**src/shared/ldev_routing_pkg.sv**
```systemverilog
// Constants and helpers shared by the logical device routing bank.
package ldev_routing_pkg;

	localparam logic [7:0] IDX_LDN = 8'h07;
	localparam logic [7:0] IDX_ACTIVATE = 8'h30;
	localparam logic [7:0] IDX_BASE0_HI = 8'h60;
	localparam logic [7:0] IDX_BASE0_LO = 8'h61;
	localparam logic [7:0] IDX_BASE1_HI = 8'h62;
	localparam logic [7:0] IDX_BASE1_LO = 8'h63;
	localparam logic [7:0] IDX_IRQ_SEL = 8'h70;
	localparam logic [7:0] IDX_DMA_SEL = 8'h74;

	localparam logic [7:0] LDN_FLOPPY = 8'h00;
	localparam logic [7:0] LDN_PARALLEL = 8'h03;
	localparam logic [7:0] LDN_SERIAL1 = 8'h04;
	localparam logic [7:0] LDN_SERIAL2 = 8'h05;
	localparam logic [7:0] LDN_KEYBOARD = 8'h07;

	localparam int NUM_SLOTS = 5;
	localparam logic [2:0] SLOT_FLOPPY = 3'h0;
	localparam logic [2:0] SLOT_PARALLEL = 3'h1;
	localparam logic [2:0] SLOT_SERIAL1 = 3'h2;
	localparam logic [2:0] SLOT_SERIAL2 = 3'h3;
	localparam logic [2:0] SLOT_KEYBOARD = 3'h4;
	localparam logic [2:0] SLOT_NONE = 3'h7;

	localparam logic [15:0] BASE_MIN = 16'h0100;
	localparam logic [15:0] BASE_MAX_8 = 16'h0FF8;
	localparam logic [15:0] BASE_MAX_4 = 16'h0FFC;
	localparam logic [11:0] KBD_DATA_ADDR = 12'h060;
	localparam logic [11:0] KBD_CMD_ADDR = 12'h064;
	localparam logic [9:0] ECP_WORD_OFFSET = 10'h100;
	localparam logic [1:0] ECP_LAST_OFF = 2'h2;
	localparam logic [1:0] PAR_4B_LAST_OFF = 2'h2;

	localparam logic [7:0] LDN_RESET = 8'h00;
	localparam logic [15:0] BASE_RESET = 16'h0000;
	localparam logic [3:0] IRQ_SEL_RESET = 4'h0;
	localparam logic [2:0] DMA_SEL_RESET = 3'h4;
	localparam logic [2:0] DMA_FIRST = 3'h1;
	localparam logic [2:0] DMA_LAST = 3'h3;

	localparam logic [15:0] PIN_MODE_IRQ_MASK = 16'h1CF8;

	localparam logic [2:0] ECR_MODE_FIFO = 3'h2;
	localparam logic [2:0] ECR_MODE_ECP = 3'h3;
	localparam logic [2:0] ECR_MODE_TEST = 3'h6;

	// Maps a logical device number onto an internal storage slot.
	function automatic logic [2:0] ldn_slot(input logic [7:0] ldn);
		case (ldn)
			LDN_FLOPPY: ldn_slot = SLOT_FLOPPY;
			LDN_PARALLEL: ldn_slot = SLOT_PARALLEL;
			LDN_SERIAL1: ldn_slot = SLOT_SERIAL1;
			LDN_SERIAL2: ldn_slot = SLOT_SERIAL2;
			LDN_KEYBOARD: ldn_slot = SLOT_KEYBOARD;
			default: ldn_slot = SLOT_NONE;
		endcase
	endfunction : ldn_slot

	// True for the slots that own a DMA channel select register.
	function automatic logic has_dma(input logic [2:0] slot);
		has_dma = (slot == SLOT_FLOPPY) || (slot == SLOT_PARALLEL) || (slot == SLOT_SERIAL2);
	endfunction : has_dma

endpackage : ldev_routing_pkg

```
**src/logic/ldev_routing.sv**
```systemverilog
// Per logical device configuration, I/O decode, interrupt and DMA routing.
`timescale 1ns/10ps
module ldev_routing
	import ldev_routing_pkg::*;
#(
	parameter int IRQ_LINES = 16,
	parameter int DMA_CHANNELS = 3
) (
	input wire logic CLK_I,
	input wire logic RESET_N_I,
	input wire logic [7:0] CFG_ADDR_I,
	input wire logic [7:0] CFG_WDATA_I,
	input wire logic CFG_WR_I,
	input wire logic CFG_RD_I,
	output logic [7:0] CFG_RDATA_O,
	input wire logic [15:0] IO_ADDR_I,
	input wire logic IO_CYC_I,
	output logic FLOPPY_SEL_O,
	output logic PAR_SEL_O,
	output logic PAR_ECP_SEL_O,
	output logic SER1_SEL_O,
	output logic SER2_SEL_O,
	output logic IR_SEL_O,
	output logic KBD_DATA_SEL_O,
	output logic KBD_CMD_SEL_O,
	output logic [2:0] IO_OFFSET_O,
	input wire logic FLOPPY_IRQ_I,
	input wire logic FLOPPY_DMA_GATE_I,
	input wire logic FLOPPY_DREQ_I,
	input wire logic PAR_IRQ_I,
	input wire logic PARALLEL_IRQ_GATE_I,
	input wire logic [2:0] PAR_ECR_MODE_I,
	input wire logic ECP_SERVICE_FLAG_I,
	input wire logic ECP_DMA_GATE_I,
	input wire logic PAR_DREQ_I,
	input wire logic SER1_IRQ_I,
	input wire logic [3:0] SER1_IRQ_ENABLE_I,
	input wire logic SER1_AUX_OUTPUT_TWO_I,
	input wire logic SER2_IRQ_I,
	input wire logic [3:0] SER2_IRQ_ENABLE_I,
	input wire logic SER2_AUX_OUTPUT_TWO_I,
	input wire logic SER2_DMA_GATE_I,
	input wire logic SER2_DREQ_I,
	input wire logic KBD_IRQ_I,
	input wire logic SERIAL_IRQ_MODE_I,
	input wire logic SMI_REQ_I,
	input wire logic SMI_EN_I,
	output logic [15:0] IRQ_O,
	output logic [15:0] IRQ_OE_O,
	output logic SYS_MGMT_IRQ_N_O,
	output logic [2:0] DMA_REQUEST_PIN_O,
	output logic [2:0] DMA_REQUEST_PIN_OE_O,
	input wire logic [2:0] DMA_ACK_N_I,
	output logic FLOPPY_DACK_O,
	output logic PAR_DACK_O,
	output logic SER2_DACK_O
);
	initial begin
		if (IRQ_LINES != 16) begin
			$error("ldev_routing: IRQ_LINES must be 16");
		end
		if (DMA_CHANNELS != 3) begin
			$error("ldev_routing: DMA_CHANNELS must be 3");
		end
	end

	typedef struct packed {
		logic [7:0] ldn;
		logic [NUM_SLOTS-1:0] act;
		logic [NUM_SLOTS-1:0][15:0] base0;
		logic [15:0] base1;
		logic [NUM_SLOTS-1:0][3:0] irq_sel;
		logic [NUM_SLOTS-1:0][2:0] dma_sel;
		logic [7:0] rdata;
		logic floppy_sel;
		logic par_sel;
		logic par_ecp_sel;
		logic ser1_sel;
		logic ser2_sel;
		logic ir_sel;
		logic kbd_data_sel;
		logic kbd_cmd_sel;
		logic [2:0] io_off;
		logic [15:0] irq_lvl;
		logic [15:0] irq_oe;
		logic smi_n;
		logic [2:0] dreq;
		logic [2:0] dreq_oe;
		logic floppy_dack;
		logic par_dack;
		logic ser2_dack;
	} state_t;

	state_t st_r;
	state_t st_nxt;

	logic floppy_valid;
	logic floppy_hit;
	logic par_valid;
	logic par_aligned8;
	logic par_hit;
	logic par_ecp_hit;
	logic ser1_valid;
	logic ser1_hit;
	logic ser2_valid;
	logic ser2_hit;
	logic ir_valid;
	logic ir_hit;
	logic [NUM_SLOTS-1:0] base_ok;
	logic [NUM_SLOTS-1:0] irq_req;
	logic [NUM_SLOTS-1:0] irq_gate;
	logic [2:0] dma_dreq [NUM_SLOTS];
	logic [NUM_SLOTS-1:0] dma_gate;
	logic [NUM_SLOTS-1:0] unit_dreq;
	logic par_ecp_class;
	logic [2:0] cur_slot;

	base_window_decode #(.MAX_BASE(BASE_MAX_8), .MIN_ALIGN(3)) u_floppy_dec (
		.base_i(st_r.base0[SLOT_FLOPPY]),
		.addr_i(IO_ADDR_I[11:0]),
		.enable_i(IO_CYC_I && st_r.act[SLOT_FLOPPY]),
		.valid_o(floppy_valid),
		.aligned8_o(),
		.hit_o(floppy_hit),
		.ecp_hit_o()
	);

	base_window_decode #(.MAX_BASE(BASE_MAX_4), .MIN_ALIGN(2)) u_par_dec (
		.base_i(st_r.base0[SLOT_PARALLEL]),
		.addr_i(IO_ADDR_I[11:0]),
		.enable_i(IO_CYC_I && st_r.act[SLOT_PARALLEL]),
		.valid_o(par_valid),
		.aligned8_o(par_aligned8),
		.hit_o(par_hit),
		.ecp_hit_o(par_ecp_hit)
	);

	base_window_decode #(.MAX_BASE(BASE_MAX_8), .MIN_ALIGN(3)) u_ser1_dec (
		.base_i(st_r.base0[SLOT_SERIAL1]),
		.addr_i(IO_ADDR_I[11:0]),
		.enable_i(IO_CYC_I && st_r.act[SLOT_SERIAL1]),
		.valid_o(ser1_valid),
		.aligned8_o(),
		.hit_o(ser1_hit),
		.ecp_hit_o()
	);

	base_window_decode #(.MAX_BASE(BASE_MAX_8), .MIN_ALIGN(3)) u_ser2_dec (
		.base_i(st_r.base0[SLOT_SERIAL2]),
		.addr_i(IO_ADDR_I[11:0]),
		.enable_i(IO_CYC_I && st_r.act[SLOT_SERIAL2]),
		.valid_o(ser2_valid),
		.aligned8_o(),
		.hit_o(ser2_hit),
		.ecp_hit_o()
	);

	base_window_decode #(.MAX_BASE(BASE_MAX_8), .MIN_ALIGN(3)) u_ir_dec (
		.base_i(st_r.base1),
		.addr_i(IO_ADDR_I[11:0]),
		.enable_i(IO_CYC_I && st_r.act[SLOT_SERIAL2]),
		.valid_o(ir_valid),
		.aligned8_o(),
		.hit_o(ir_hit),
		.ecp_hit_o()
	);

	// The parallel unit only exists on the bus when its own base is legal.
	assign base_ok = {1'b1, ser2_valid, ser1_valid, par_valid, floppy_valid};
	assign cur_slot = ldn_slot(st_r.ldn);
	assign par_ecp_class = (PAR_ECR_MODE_I == ECR_MODE_FIFO) || (PAR_ECR_MODE_I == ECR_MODE_ECP)
		|| (PAR_ECR_MODE_I == ECR_MODE_TEST);

	// Unit gates decide whether a pin is driven at all, not only its level.
	always_comb begin
		irq_req = {KBD_IRQ_I, SER2_IRQ_I, SER1_IRQ_I, PAR_IRQ_I, FLOPPY_IRQ_I};
		irq_gate[SLOT_FLOPPY] = FLOPPY_DMA_GATE_I;
		irq_gate[SLOT_PARALLEL] = PARALLEL_IRQ_GATE_I && !(par_ecp_class && ECP_SERVICE_FLAG_I);
		irq_gate[SLOT_SERIAL1] = (|SER1_IRQ_ENABLE_I) && SER1_AUX_OUTPUT_TWO_I;
		irq_gate[SLOT_SERIAL2] = (|SER2_IRQ_ENABLE_I) && SER2_AUX_OUTPUT_TWO_I;
		irq_gate[SLOT_KEYBOARD] = 1'b1;
		dma_gate = '0;
		dma_gate[SLOT_FLOPPY] = FLOPPY_DMA_GATE_I;
		dma_gate[SLOT_PARALLEL] = ECP_DMA_GATE_I;
		dma_gate[SLOT_SERIAL2] = SER2_DMA_GATE_I;
		unit_dreq = '0;
		unit_dreq[SLOT_FLOPPY] = FLOPPY_DREQ_I;
		unit_dreq[SLOT_PARALLEL] = PAR_DREQ_I;
		unit_dreq[SLOT_SERIAL2] = SER2_DREQ_I;
	end

	always_comb begin
		for (int s = 0; s < NUM_SLOTS; s++) begin
			dma_dreq[s] = 3'h0;
			if (st_r.dma_sel[s] >= DMA_FIRST && st_r.dma_sel[s] <= DMA_LAST) begin
				dma_dreq[s] = 3'h1 << (st_r.dma_sel[s] - DMA_FIRST);
			end
		end
	end

	always_comb begin
		logic [15:0] lvl;
		logic [15:0] oe;
		logic [2:0] dreq;
		logic [2:0] dreq_oe;
		logic [2:0] chan_hot;
		lvl = '0;
		oe = '0;
		dreq = '0;
		dreq_oe = '0;
		chan_hot = '0;
		st_nxt = st_r;

		// Configuration writes land in the slot picked by the device number.
		if (CFG_WR_I) begin
			if (CFG_ADDR_I == IDX_LDN) begin
				st_nxt.ldn = CFG_WDATA_I;
			end else if (cur_slot != SLOT_NONE) begin
				case (CFG_ADDR_I)
					IDX_ACTIVATE: st_nxt.act[cur_slot] = CFG_WDATA_I[0];
					IDX_BASE0_HI: begin
						if (cur_slot != SLOT_KEYBOARD) begin
							st_nxt.base0[cur_slot][15:8] = CFG_WDATA_I;
						end
					end
					IDX_BASE0_LO: begin
						if (cur_slot != SLOT_KEYBOARD) begin
							st_nxt.base0[cur_slot][7:0] = CFG_WDATA_I;
						end
					end
					IDX_BASE1_HI: begin
						if (cur_slot == SLOT_SERIAL2) begin
							st_nxt.base1[15:8] = CFG_WDATA_I;
						end
					end
					IDX_BASE1_LO: begin
						if (cur_slot == SLOT_SERIAL2) begin
							st_nxt.base1[7:0] = CFG_WDATA_I;
						end
					end
					IDX_IRQ_SEL: st_nxt.irq_sel[cur_slot] = CFG_WDATA_I[3:0];
					IDX_DMA_SEL: begin
						if (has_dma(cur_slot)) begin
							st_nxt.dma_sel[cur_slot] = CFG_WDATA_I[2:0];
						end
					end
					default: begin
					end
				endcase
			end
		end

		// Read data stand only in the cycle after the strobe.
		st_nxt.rdata = 8'h00;
		if (CFG_RD_I) begin
			if (CFG_ADDR_I == IDX_LDN) begin
				st_nxt.rdata = st_r.ldn;
			end else if (cur_slot != SLOT_NONE) begin
				case (CFG_ADDR_I)
					IDX_ACTIVATE: st_nxt.rdata = {7'h00, st_r.act[cur_slot]};
					IDX_BASE0_HI: st_nxt.rdata = st_r.base0[cur_slot][15:8];
					IDX_BASE0_LO: st_nxt.rdata = st_r.base0[cur_slot][7:0];
					IDX_BASE1_HI: st_nxt.rdata = (cur_slot == SLOT_SERIAL2) ? st_r.base1[15:8] : 8'h00;
					IDX_BASE1_LO: st_nxt.rdata = (cur_slot == SLOT_SERIAL2) ? st_r.base1[7:0] : 8'h00;
					IDX_IRQ_SEL: st_nxt.rdata = {4'h0, st_r.irq_sel[cur_slot]};
					IDX_DMA_SEL: st_nxt.rdata = {5'h00, st_r.dma_sel[cur_slot]};
					default: st_nxt.rdata = 8'h00;
				endcase
			end
		end

		// Host I/O decode; chip selects follow the address by one cycle.
		st_nxt.floppy_sel = floppy_hit;
		st_nxt.par_sel = par_hit;
		st_nxt.par_ecp_sel = par_ecp_hit;
		st_nxt.ser1_sel = ser1_hit;
		st_nxt.ser2_sel = ser2_hit;
		st_nxt.ir_sel = ir_hit;
		st_nxt.kbd_data_sel = IO_CYC_I && st_r.act[SLOT_KEYBOARD] && (IO_ADDR_I[11:0] == KBD_DATA_ADDR);
		st_nxt.kbd_cmd_sel = IO_CYC_I && st_r.act[SLOT_KEYBOARD] && (IO_ADDR_I[11:0] == KBD_CMD_ADDR);
		st_nxt.io_off = IO_ADDR_I[2:0];

		// Each pin is driven only while some live, gated device claims it.
		for (int s = 0; s < NUM_SLOTS; s++) begin
			if (st_r.act[s] && base_ok[s] && st_r.irq_sel[s] != IRQ_SEL_RESET && irq_gate[s]) begin
				oe[st_r.irq_sel[s]] = 1'b1;
				if (irq_req[s]) begin
					lvl[st_r.irq_sel[s]] = 1'b1;
				end
			end
			if (st_r.act[s] && base_ok[s] && dma_gate[s]) begin
				dreq_oe = dreq_oe | dma_dreq[s];
				if (unit_dreq[s]) begin
					dreq = dreq | dma_dreq[s];
				end
			end
		end
		// Pin mode lacks the encoder for levels other than 3-7 and 10-12, so those are never driven.
		if (!SERIAL_IRQ_MODE_I) begin
			oe = oe & PIN_MODE_IRQ_MASK;
		end
		st_nxt.irq_oe = oe;
		st_nxt.irq_lvl = lvl & oe;
		st_nxt.smi_n = !(SMI_REQ_I && SMI_EN_I);
		st_nxt.dreq = dreq;
		st_nxt.dreq_oe = dreq_oe;

		chan_hot = ~DMA_ACK_N_I;
		st_nxt.floppy_dack = st_r.act[SLOT_FLOPPY] && floppy_valid && dma_gate[SLOT_FLOPPY]
			&& |(dma_dreq[SLOT_FLOPPY] & chan_hot);
		st_nxt.par_dack = st_r.act[SLOT_PARALLEL] && par_valid && dma_gate[SLOT_PARALLEL]
			&& |(dma_dreq[SLOT_PARALLEL] & chan_hot);
		st_nxt.ser2_dack = st_r.act[SLOT_SERIAL2] && ser2_valid && dma_gate[SLOT_SERIAL2]
			&& |(dma_dreq[SLOT_SERIAL2] & chan_hot);
	end

	always_ff @(posedge CLK_I or negedge RESET_N_I) begin
		if (!RESET_N_I) begin
			st_r <= '0;
			st_r.ldn <= LDN_RESET;
			for (int s = 0; s < NUM_SLOTS; s++) begin
				st_r.base0[s] <= BASE_RESET;
				st_r.irq_sel[s] <= IRQ_SEL_RESET;
				st_r.dma_sel[s] <= has_dma(3'(s)) ? DMA_SEL_RESET : 3'h0;
			end
			st_r.base1 <= BASE_RESET;
			st_r.smi_n <= 1'b1;
		end else begin
			st_r <= st_nxt;
		end
	end

	assign CFG_RDATA_O = st_r.rdata;
	assign FLOPPY_SEL_O = st_r.floppy_sel;
	assign PAR_SEL_O = st_r.par_sel;
	assign PAR_ECP_SEL_O = st_r.par_ecp_sel;
	assign SER1_SEL_O = st_r.ser1_sel;
	assign SER2_SEL_O = st_r.ser2_sel;
	assign IR_SEL_O = st_r.ir_sel;
	assign KBD_DATA_SEL_O = st_r.kbd_data_sel;
	assign KBD_CMD_SEL_O = st_r.kbd_cmd_sel;
	assign IO_OFFSET_O = st_r.io_off;
	assign IRQ_O = st_r.irq_lvl;
	assign IRQ_OE_O = st_r.irq_oe;
	assign SYS_MGMT_IRQ_N_O = st_r.smi_n;
	assign DMA_REQUEST_PIN_O = st_r.dreq;
	assign DMA_REQUEST_PIN_OE_O = st_r.dreq_oe;
	assign FLOPPY_DACK_O = st_r.floppy_dack;
	assign PAR_DACK_O = st_r.par_dack;
	assign SER2_DACK_O = st_r.ser2_dack;
endmodule : ldev_routing

```
**src/logic/base_window_decode.sv**
```systemverilog
// Range check and address match for one relocatable I/O base.
`timescale 1ns/10ps
module base_window_decode
	import ldev_routing_pkg::*;
#(
	parameter logic [15:0] MAX_BASE = 16'h0FF8,
	parameter int MIN_ALIGN = 3
) (
	input wire logic [15:0] base_i,
	input wire logic [11:0] addr_i,
	input wire logic enable_i,
	output logic valid_o,
	output logic aligned8_o,
	output logic hit_o,
	output logic ecp_hit_o
);
	initial begin
		if (MIN_ALIGN != 2 && MIN_ALIGN != 3) begin
			$error("base_window_decode: MIN_ALIGN must be 2 or 3");
		end
	end

	logic [1:0] low_mask;
	logic [9:0] ecp_word;

	assign low_mask = (MIN_ALIGN == 3) ? 2'h3 : 2'h1;
	assign aligned8_o = (base_i[2:0] == 3'h0);
	assign valid_o = (base_i >= BASE_MIN) && (base_i <= MAX_BASE) && ((base_i[2:1] & low_mask) == 2'h0) && (base_i[0] == 1'b0);
	assign ecp_word = base_i[11:2] + ECP_WORD_OFFSET;

	always_comb begin
		hit_o = 1'b0;
		ecp_hit_o = 1'b0;
		if (enable_i && valid_o) begin
			if (aligned8_o) begin
				hit_o = (addr_i[11:3] == base_i[11:3]);
			end else begin
				hit_o = (addr_i[11:2] == base_i[11:2]) && (addr_i[1:0] <= PAR_4B_LAST_OFF);
			end
			ecp_hit_o = (addr_i[11:2] == ecp_word) && (addr_i[1:0] <= ECP_LAST_OFF);
		end
	end
endmodule : base_window_decode

```
**config.mk**
```make
export PLATFORM = sky130hd
export DESIGN_NAME = ldev_routing
export DESIGN_NICKNAME = d
export VERILOG_FILES = /design/src/shared/ldev_routing_pkg.sv /design/src/logic/ldev_routing.sv /design/src/logic/base_window_decode.sv
export SDC_FILE = /design/constraint.sdc
export NUM_CORES = 1
export LEC_CHECK = 0
export BUFFER_PORTS_ARGS = -buffer_cell sky130_fd_sc_hd__clkbuf_2
export CORE_MARGIN = 3
export CORE_UTILIZATION = 59
export DETAILED_ROUTE_END_ITERATION = 8
export PLACE_DENSITY = 0.8
export SLEW_MARGIN = 30
export SYNTH_ARGS = -nofsm -noshare
export SYNTH_HDL_FRONTEND = slang
export SYNTH_SLANG_ARGS = --single-unit
```
**constraint.sdc**
```tcl
create_clock -name CLK_I -period 3 [get_ports CLK_I]
set_clock_uncertainty 0.1 [all_clocks]
set_input_delay 0.45 -clock CLK_I [delete_from_list [all_inputs] [get_ports CLK_I]]
set_output_delay 0.45 -clock CLK_I [all_outputs]
set_load 0.005 [all_outputs]
```
Yosys cells after proc, flatten, opt, wreduce, memory -nomap -nowiden
Cells that the tools add are included.

operators by class
  add/subtract/negate cells = 4
  magnitude comparators = 29
  equal/unequal tests = 34
  shifts and indexed selects = 3
  muxes and demuxes = 82
  bitwise logic cells = 23
  reductions and logical operators = 102

operator list
  kind                                                                           number
  16-bit 2-to-1 mux                                                              18
  80-bit bitwise mux                                                             2
  80-bit 2-to-1 mux                                                              2
  80-bit one-hot mux with 2 select lines                                         1
  16-bit OR                                                                      8
  16-bit demux with 3-bit select                                                 2
  16-bit by 9-bit >= comparator with 1-bit output (second input constant)        5
  16-bit by 12-bit <= comparator with 1-bit output (second input constant)       5
  1-bit logical AND                                                              66
  10-bit == test                                                                 6
  8-bit one-hot mux with 7 select lines                                          1
  16-bit binary-select mux with 3-bit select                                     1
  8-bit by 7-bit == test with 1-bit output (second input constant)               6
  8-bit 2-to-1 mux                                                               6
  9-bit == test                                                                  5
  3-bit 2-to-1 mux                                                               14
  8-bit by 3-bit == test with 1-bit output (second input constant)               4
  4-bit by 5-bit less-than comparator with 1-bit output (second input constant)  5
  12-bit by 7-bit == test with 1-bit output (second input constant)              2
  20-bit bitwise mux                                                             1
  1-bit demux with 4-bit select                                                  5
  4-bit by 1-bit >= comparator with 1-bit output (second input constant)         5
  4-bit nonzero test                                                             5
  3-bit logical NOT                                                              6
  other kinds (41)                                                               96

word-level totals
  register bits after elaboration = 205
  input port bits = 69
  logic and storage cells = 314

Longest topological paths before layout
  word-level depth = 21
  mapped depth = 9

Cells and area by module
A second synthesis with hierarchy kept.

unflattened totals
  cells, all modules = 1185
  area, all modules = 12025.3 um^2

by module, submodules not included
  module                                 times used  cells each  area each (um^2)  sequential area each (um^2)
  ldev_routing                           1           1040        10819.1           5134.9
  base_window_decode (u_floppy_dec ...)  4           29          249.0             0.0
  base_window_decode (u_par_dec)         1           29          210.2             0.0

Worst setup path after synthesis
No wires, ideal clock.

  kind = register -> register
  start point = register st_r[200] (netlist bit)
  end point = register st_r[87] (netlist bit)
  setup time = 0.125 ns
  arrival = 2.152 ns
  slack = 0.623 ns
  stages on the path, launching flop included = 7
  clock period less this slack = 2.377 ns
  cell sequence = dfrtp_1 or3_4 a2111oi_2 nand2_1 or3_4 nor2_4 mux2_2

between the ends
  word-level cells in the longest chain between the ends = 7

RTL lines
  element                                                                                                                                        line                    RTL
  from (decl)                                                                                                                                    ldev_routing.sv:94      state_t st_r;
  from (signal assigned)                                                                                                                         ldev_routing.sv:329     st_r <= st_nxt;
  8-bit by 3-bit == test with 1-bit output, or another cell as far along                                                                         ldev_routing_pkg.sv:51  case (ldn)
  3-bit one-hot mux with 5 select lines *                                                                                                        ldev_routing_pkg.sv:51
  3-bit by 4-bit less-than comparator with 1-bit output (implied by the code) or 3-bit by 1-bit >= comparator with 1-bit output (tied branches)  ldev_routing.sv:241     IDX_IRQ_SEL: st_nxt.irq_sel[cur_slot] = CFG_WDATA_I[3:0];
  1-bit logical AND (implied by the code)                                                                                                        ldev_routing.sv:241
  4-bit 2-to-1 mux (implied by the code)                                                                                                         ldev_routing.sv:241
  4-bit demux with 3-bit select                                                                                                                  ldev_routing.sv:241
  20-bit bitwise mux                                                                                                                             ldev_routing.sv:241

Every way passes the cells marked *; elsewhere a longest branch is shown, timed or not.
A chain may end at the register's enable or synchronous reset.

Final worst setup path
  start point = register st_r[200] (netlist bit)
  end point = register st_r[155] (netlist bit)

between the ends
  word-level cells in the longest chain between the ends = 9

RTL lines
  element                                                                                                                                        line                    RTL
  8-bit by 3-bit == test with 1-bit output, or another cell as far along                                                                         ldev_routing_pkg.sv:51
  3-bit one-hot mux with 5 select lines *                                                                                                        ldev_routing_pkg.sv:51
  3-bit by 4-bit less-than comparator with 1-bit output (implied by the code) or 3-bit by 1-bit >= comparator with 1-bit output (tied branches)  ldev_routing.sv:223     st_nxt.base0[cur_slot][15:8] = CFG_WDATA_I;
  1-bit logical AND (implied by the code)                                                                                                        ldev_routing.sv:223
  16-bit 2-to-1 mux (implied by the code)                                                                                                        ldev_routing.sv:223
  16-bit demux with 3-bit select                                                                                                                 ldev_routing.sv:223
  80-bit bitwise mux                                                                                                                             ldev_routing.sv:223
  80-bit 2-to-1 mux                                                                                                                              ldev_routing.sv:222     if (cur_slot != SLOT_KEYBOARD) begin
  80-bit one-hot mux with 2 select lines                                                                                                         ldev_routing.sv:219     case (CFG_ADDR_I)

Every way passes the cells marked *; elsewhere a longest branch is shown, timed or not. The select of a mux whose other input is x is not followed.

==> results_dict.tcl <==
set metrics [dict create \
    cp.required_ns 3.30 \
    grt_antenna_before_repair 0 \
    start_util 0.606 \
    timing.fmax_mhz 363 \
    synth_cell_types 87 \
    wl_um 35200 \
    power.density_mw_per_mm2 478 \
    r2r_slack_ns 0.25 \
    maxCapViolCount 0 \
    critPathCaptureType "register" \
    syn_inst 1122 \
    dominantRegCellSynth "dfrtp_1" \
    yosys_warnings 0 \
    synth_area_leaders "dfrtp_1 44%, mux2_2 12%, buf_4 3.3%" \
    rsz0062_at_grt "false" \
    diodes 0 \
    hold_viol 0 \
    grt_use_total 0.324 \
    synth_top_area_share 0.440 \
    nNetsFinal 1265 \
    dr.pass1.iters 5 \
    cp_max_fo 8 \
    status "finished clean" \
    synth_seq_cells 205 \
    die_w_um 145 \
    cp_top_family "simple AND/OR/NAND/NOR gates" \
    drt_iter0_markers 997 \
    crit_buf_inv 0 \
    finalSetupViolCount 0 \
    vias_per_cell 6.59 \
    mostFrequentLayoutCells "201 x dfrtp_1, 124 x clkbuf_2, 122 x mux2_2, 89 x nor2_1, 64 x nand2_1" \
    path_clk_slew_ns 0.07 \
    final_antenna_net_count 0 \
    crit_path_max_incr_delay_ns 0.59 \
    h-tree-depth 1 \
    gr-total-overflow 0 \
    drive_gt1_frac 0.306 \
    r2r_start "st_r[200]$_DFFE_PN0P_" \
    critical_path.slowest_cell "or3_1" \
    swShare 0.253 \
    tritoncts "yes" \
    critPathCapture "st_r[155]$_DFFE_PN0P_" \
    grt_pass1_wl_um 54400 \
    numCtsBuffers 22 \
    grt_pass1_vias 9712 \
    fin_cells 1471 \
    layout_commonest_cell "dfrtp_1" \
    port_buffers 125 \
    peakVddDrop_v 0.000487 \
    ios 130 \
    dp_cells 1425 \
    worstHoldPathType "in -> reg" \
    crit_path_start "st_r[200]$_DFFE_PN0P_" \
    hpwl_um 24900 \
    avgSynthCellArea_um2 10.2 \
    core_area_mm2 0.0189 \
    period_share 0.918 \
    leakage_nw 6.07 \
    tns_ns 0 \
    critPathLaunchType "register" \
    seq_power_share 0.457 \
    clock_path_buffers 3 \
    die_area_mm2 0.0211 \
    cp.arrival_ns 3.05 \
    cts_setup_buffers 0 \
    fp-row-count 50 \
    finalCriticalPeriod_ns 2.75 \
    slew_violations 0 \
    ys_seq_area_frac 0.449 \
    worstRegToRegCells 5 \
    die_y_um 145 \
    synth_top_cell_by_area "dfrtp_1" \
    syn_to_final_growth_pct 13.1 \
    power_frac_comb 0.100 \
    critical_path_cell_count 5 \
    slew_headroom 0.321 \
    route.detailed.drc 0 \
    pwr-share-clk 0.443 \
    critical_path_class "reg -> reg" \
    clockRootBuffer "clkbuf_16" \
    grt_start_max_net_pins 71 \
    internal_power_w 0.00461 \
    gp_congestion 0.970 \
    path_cells "nor3_1 -> nand2_1 -> or3_1 -> nor3_4 -> mux2_2" \
    clkLatencyLatePin_ns 0.52 \
    p_switching_w 0.00157 \
    vias 9694 \
    clock_sinks 205 \
    async_flop_share 1.00 \
    synth_edf_count 0 \
    r2r-end "st_r[155]$_DFFE_PN0P_" \
    wl_per_cell_um 23.9 \
    worstMarginPinSlew_ns 1.01 \
    synth.cell_area_mm2 0.0114 \
]
-- registers in the layout, indices dropped and copies added (netlist names), 3 cells and up --
register,flops
DMA_REQUEST_PIN_O,3
IRQ_OE_O,16
IRQ_O,16
IO_OFFSET_O,3
st_r,144
DMA_REQUEST_PIN_OE_O,3
CFG_RDATA_O,8
-- worst register-to-register path, delay by kind of cell (launching register included) --
| kind | cells | cell delay, ns |
|---|---|---|
| simple gates | 4 | 1.71 |
| flops | 1 | 0.44 |
| mux | 1 | 0.39 |
-- final cells by class --
type	instances	area, um2
flip-flops and latches	205	5130
fillers	1472	5960
clock inverters	13	134
clock buffers	27	599
repair buffers	185	1150
multi-input cells	759	5510
inverters	22	82.6
well taps	260	325
-- worst min-delay path by stage --
stage	slack (ns)	cells after the start	from	endpoint
after floorplan	0.05	0	RESET_N_I	CFG_RDATA_O[0]$_DFF_PN0_
after detailed placement	0.27	0	st_r[182]$_DFFE_PN0P_	st_r[182]$_DFFE_PN0P_
after global placement	0.26	0	st_r[182]$_DFFE_PN0P_	st_r[182]$_DFFE_PN0P_
final	0.06	3	FLOPPY_DREQ_I	DMA_REQUEST_PIN_O[1]$_DFF_PN0_
after global routing	0.07	3	FLOPPY_DREQ_I	DMA_REQUEST_PIN_O[1]$_DFF_PN0_
after CTS	0.05	3	FLOPPY_DREQ_I	DMA_REQUEST_PIN_O[1]$_DFF_PN0_
-- power by group through the flow --
stage | Sequential [W] | Clock (W) | Combinational, W
after CTS | 0.00282 | 0.00278 | 0.000607
after detailed placement | 0.00288 | 0 | 0.000595
after floorplan | 0.00286 | 0 | 0.000344
final | 0.00283 | 0.00274 | 0.000615
after global routing | 0.00283 | 0.00288 | 0.000668
after global placement | 0.00287 | 0 | 0.000583
-- routing by layer --
layer  vias to the layer above  part of all wire  track usage
met3                       168             0.084       0.0543
met4                         0             0.059        0.172
met2                       627              0.46        0.524
met5                         -                 0            0
li1                       4224                 -            -
met1                      4675              0.39        0.419
-- synthesized netlist by cell type, types with 5 or more instances --
master,count
xnor2_1,22
nand4_1,19
a31oi_1,12
mux2_2,122
nor4_1,31
a211oi_1,5
nand3_1,33
nor3b_1,9
clkbuf_1,71
nand3b_1,9
a222oi_1,7
o221ai_1,5
o2111ai_1,6
nor2b_1,14
o21a_1,6
nand2_1,64
mux2i_1,7
buf_2,11
o22a_1,8
nor2_1,89
a21oi_1,19
nand2b_1,9
a22oi_1,19
and2_1,9
and3_1,11
o22ai_1,29
xor2_1,26
nor4b_1,11
buf_4,50
o211ai_1,8
nor3_1,37
dfrtp_1,201
inv_1,22
o21ai_0,14
-- per-stage QoR --
step	area, um2	setup WS, ns	hold WS, ns	util	power (W)
final	12900	0.247	0.0632	0.685	0.00618
after global placement	12100	0.332	0.264	0.643	0.00346
after floorplan	11400	0.623	0.0544	-	0.00320
after detailed placement	12100	0.272	0.267	0.643	0.00347
after CTS	12900	0.263	0.0517	0.685	0.00621
after global routing	12900	0.106	0.0695	0.685	0.00638
-- cells by family after synthesis --
logic type,after synthesis,share of synthesized area
fa+ha+maj,1,0.00109
other cells,1,0.000328
flops,205,0.449
compound gates,186,0.121
buf+inv,159,0.0704
mux,129,0.126
simple gates,393,0.195
xor+xnor,48,0.0367
-- repair_timing --
item / 4_1_cts / 5_1_grt
resized for setup: 0 / 0
hold buffers: 6 / 0
endpoints found under the hold margin: 66 / 0
(Power assumes the default switching activity.)
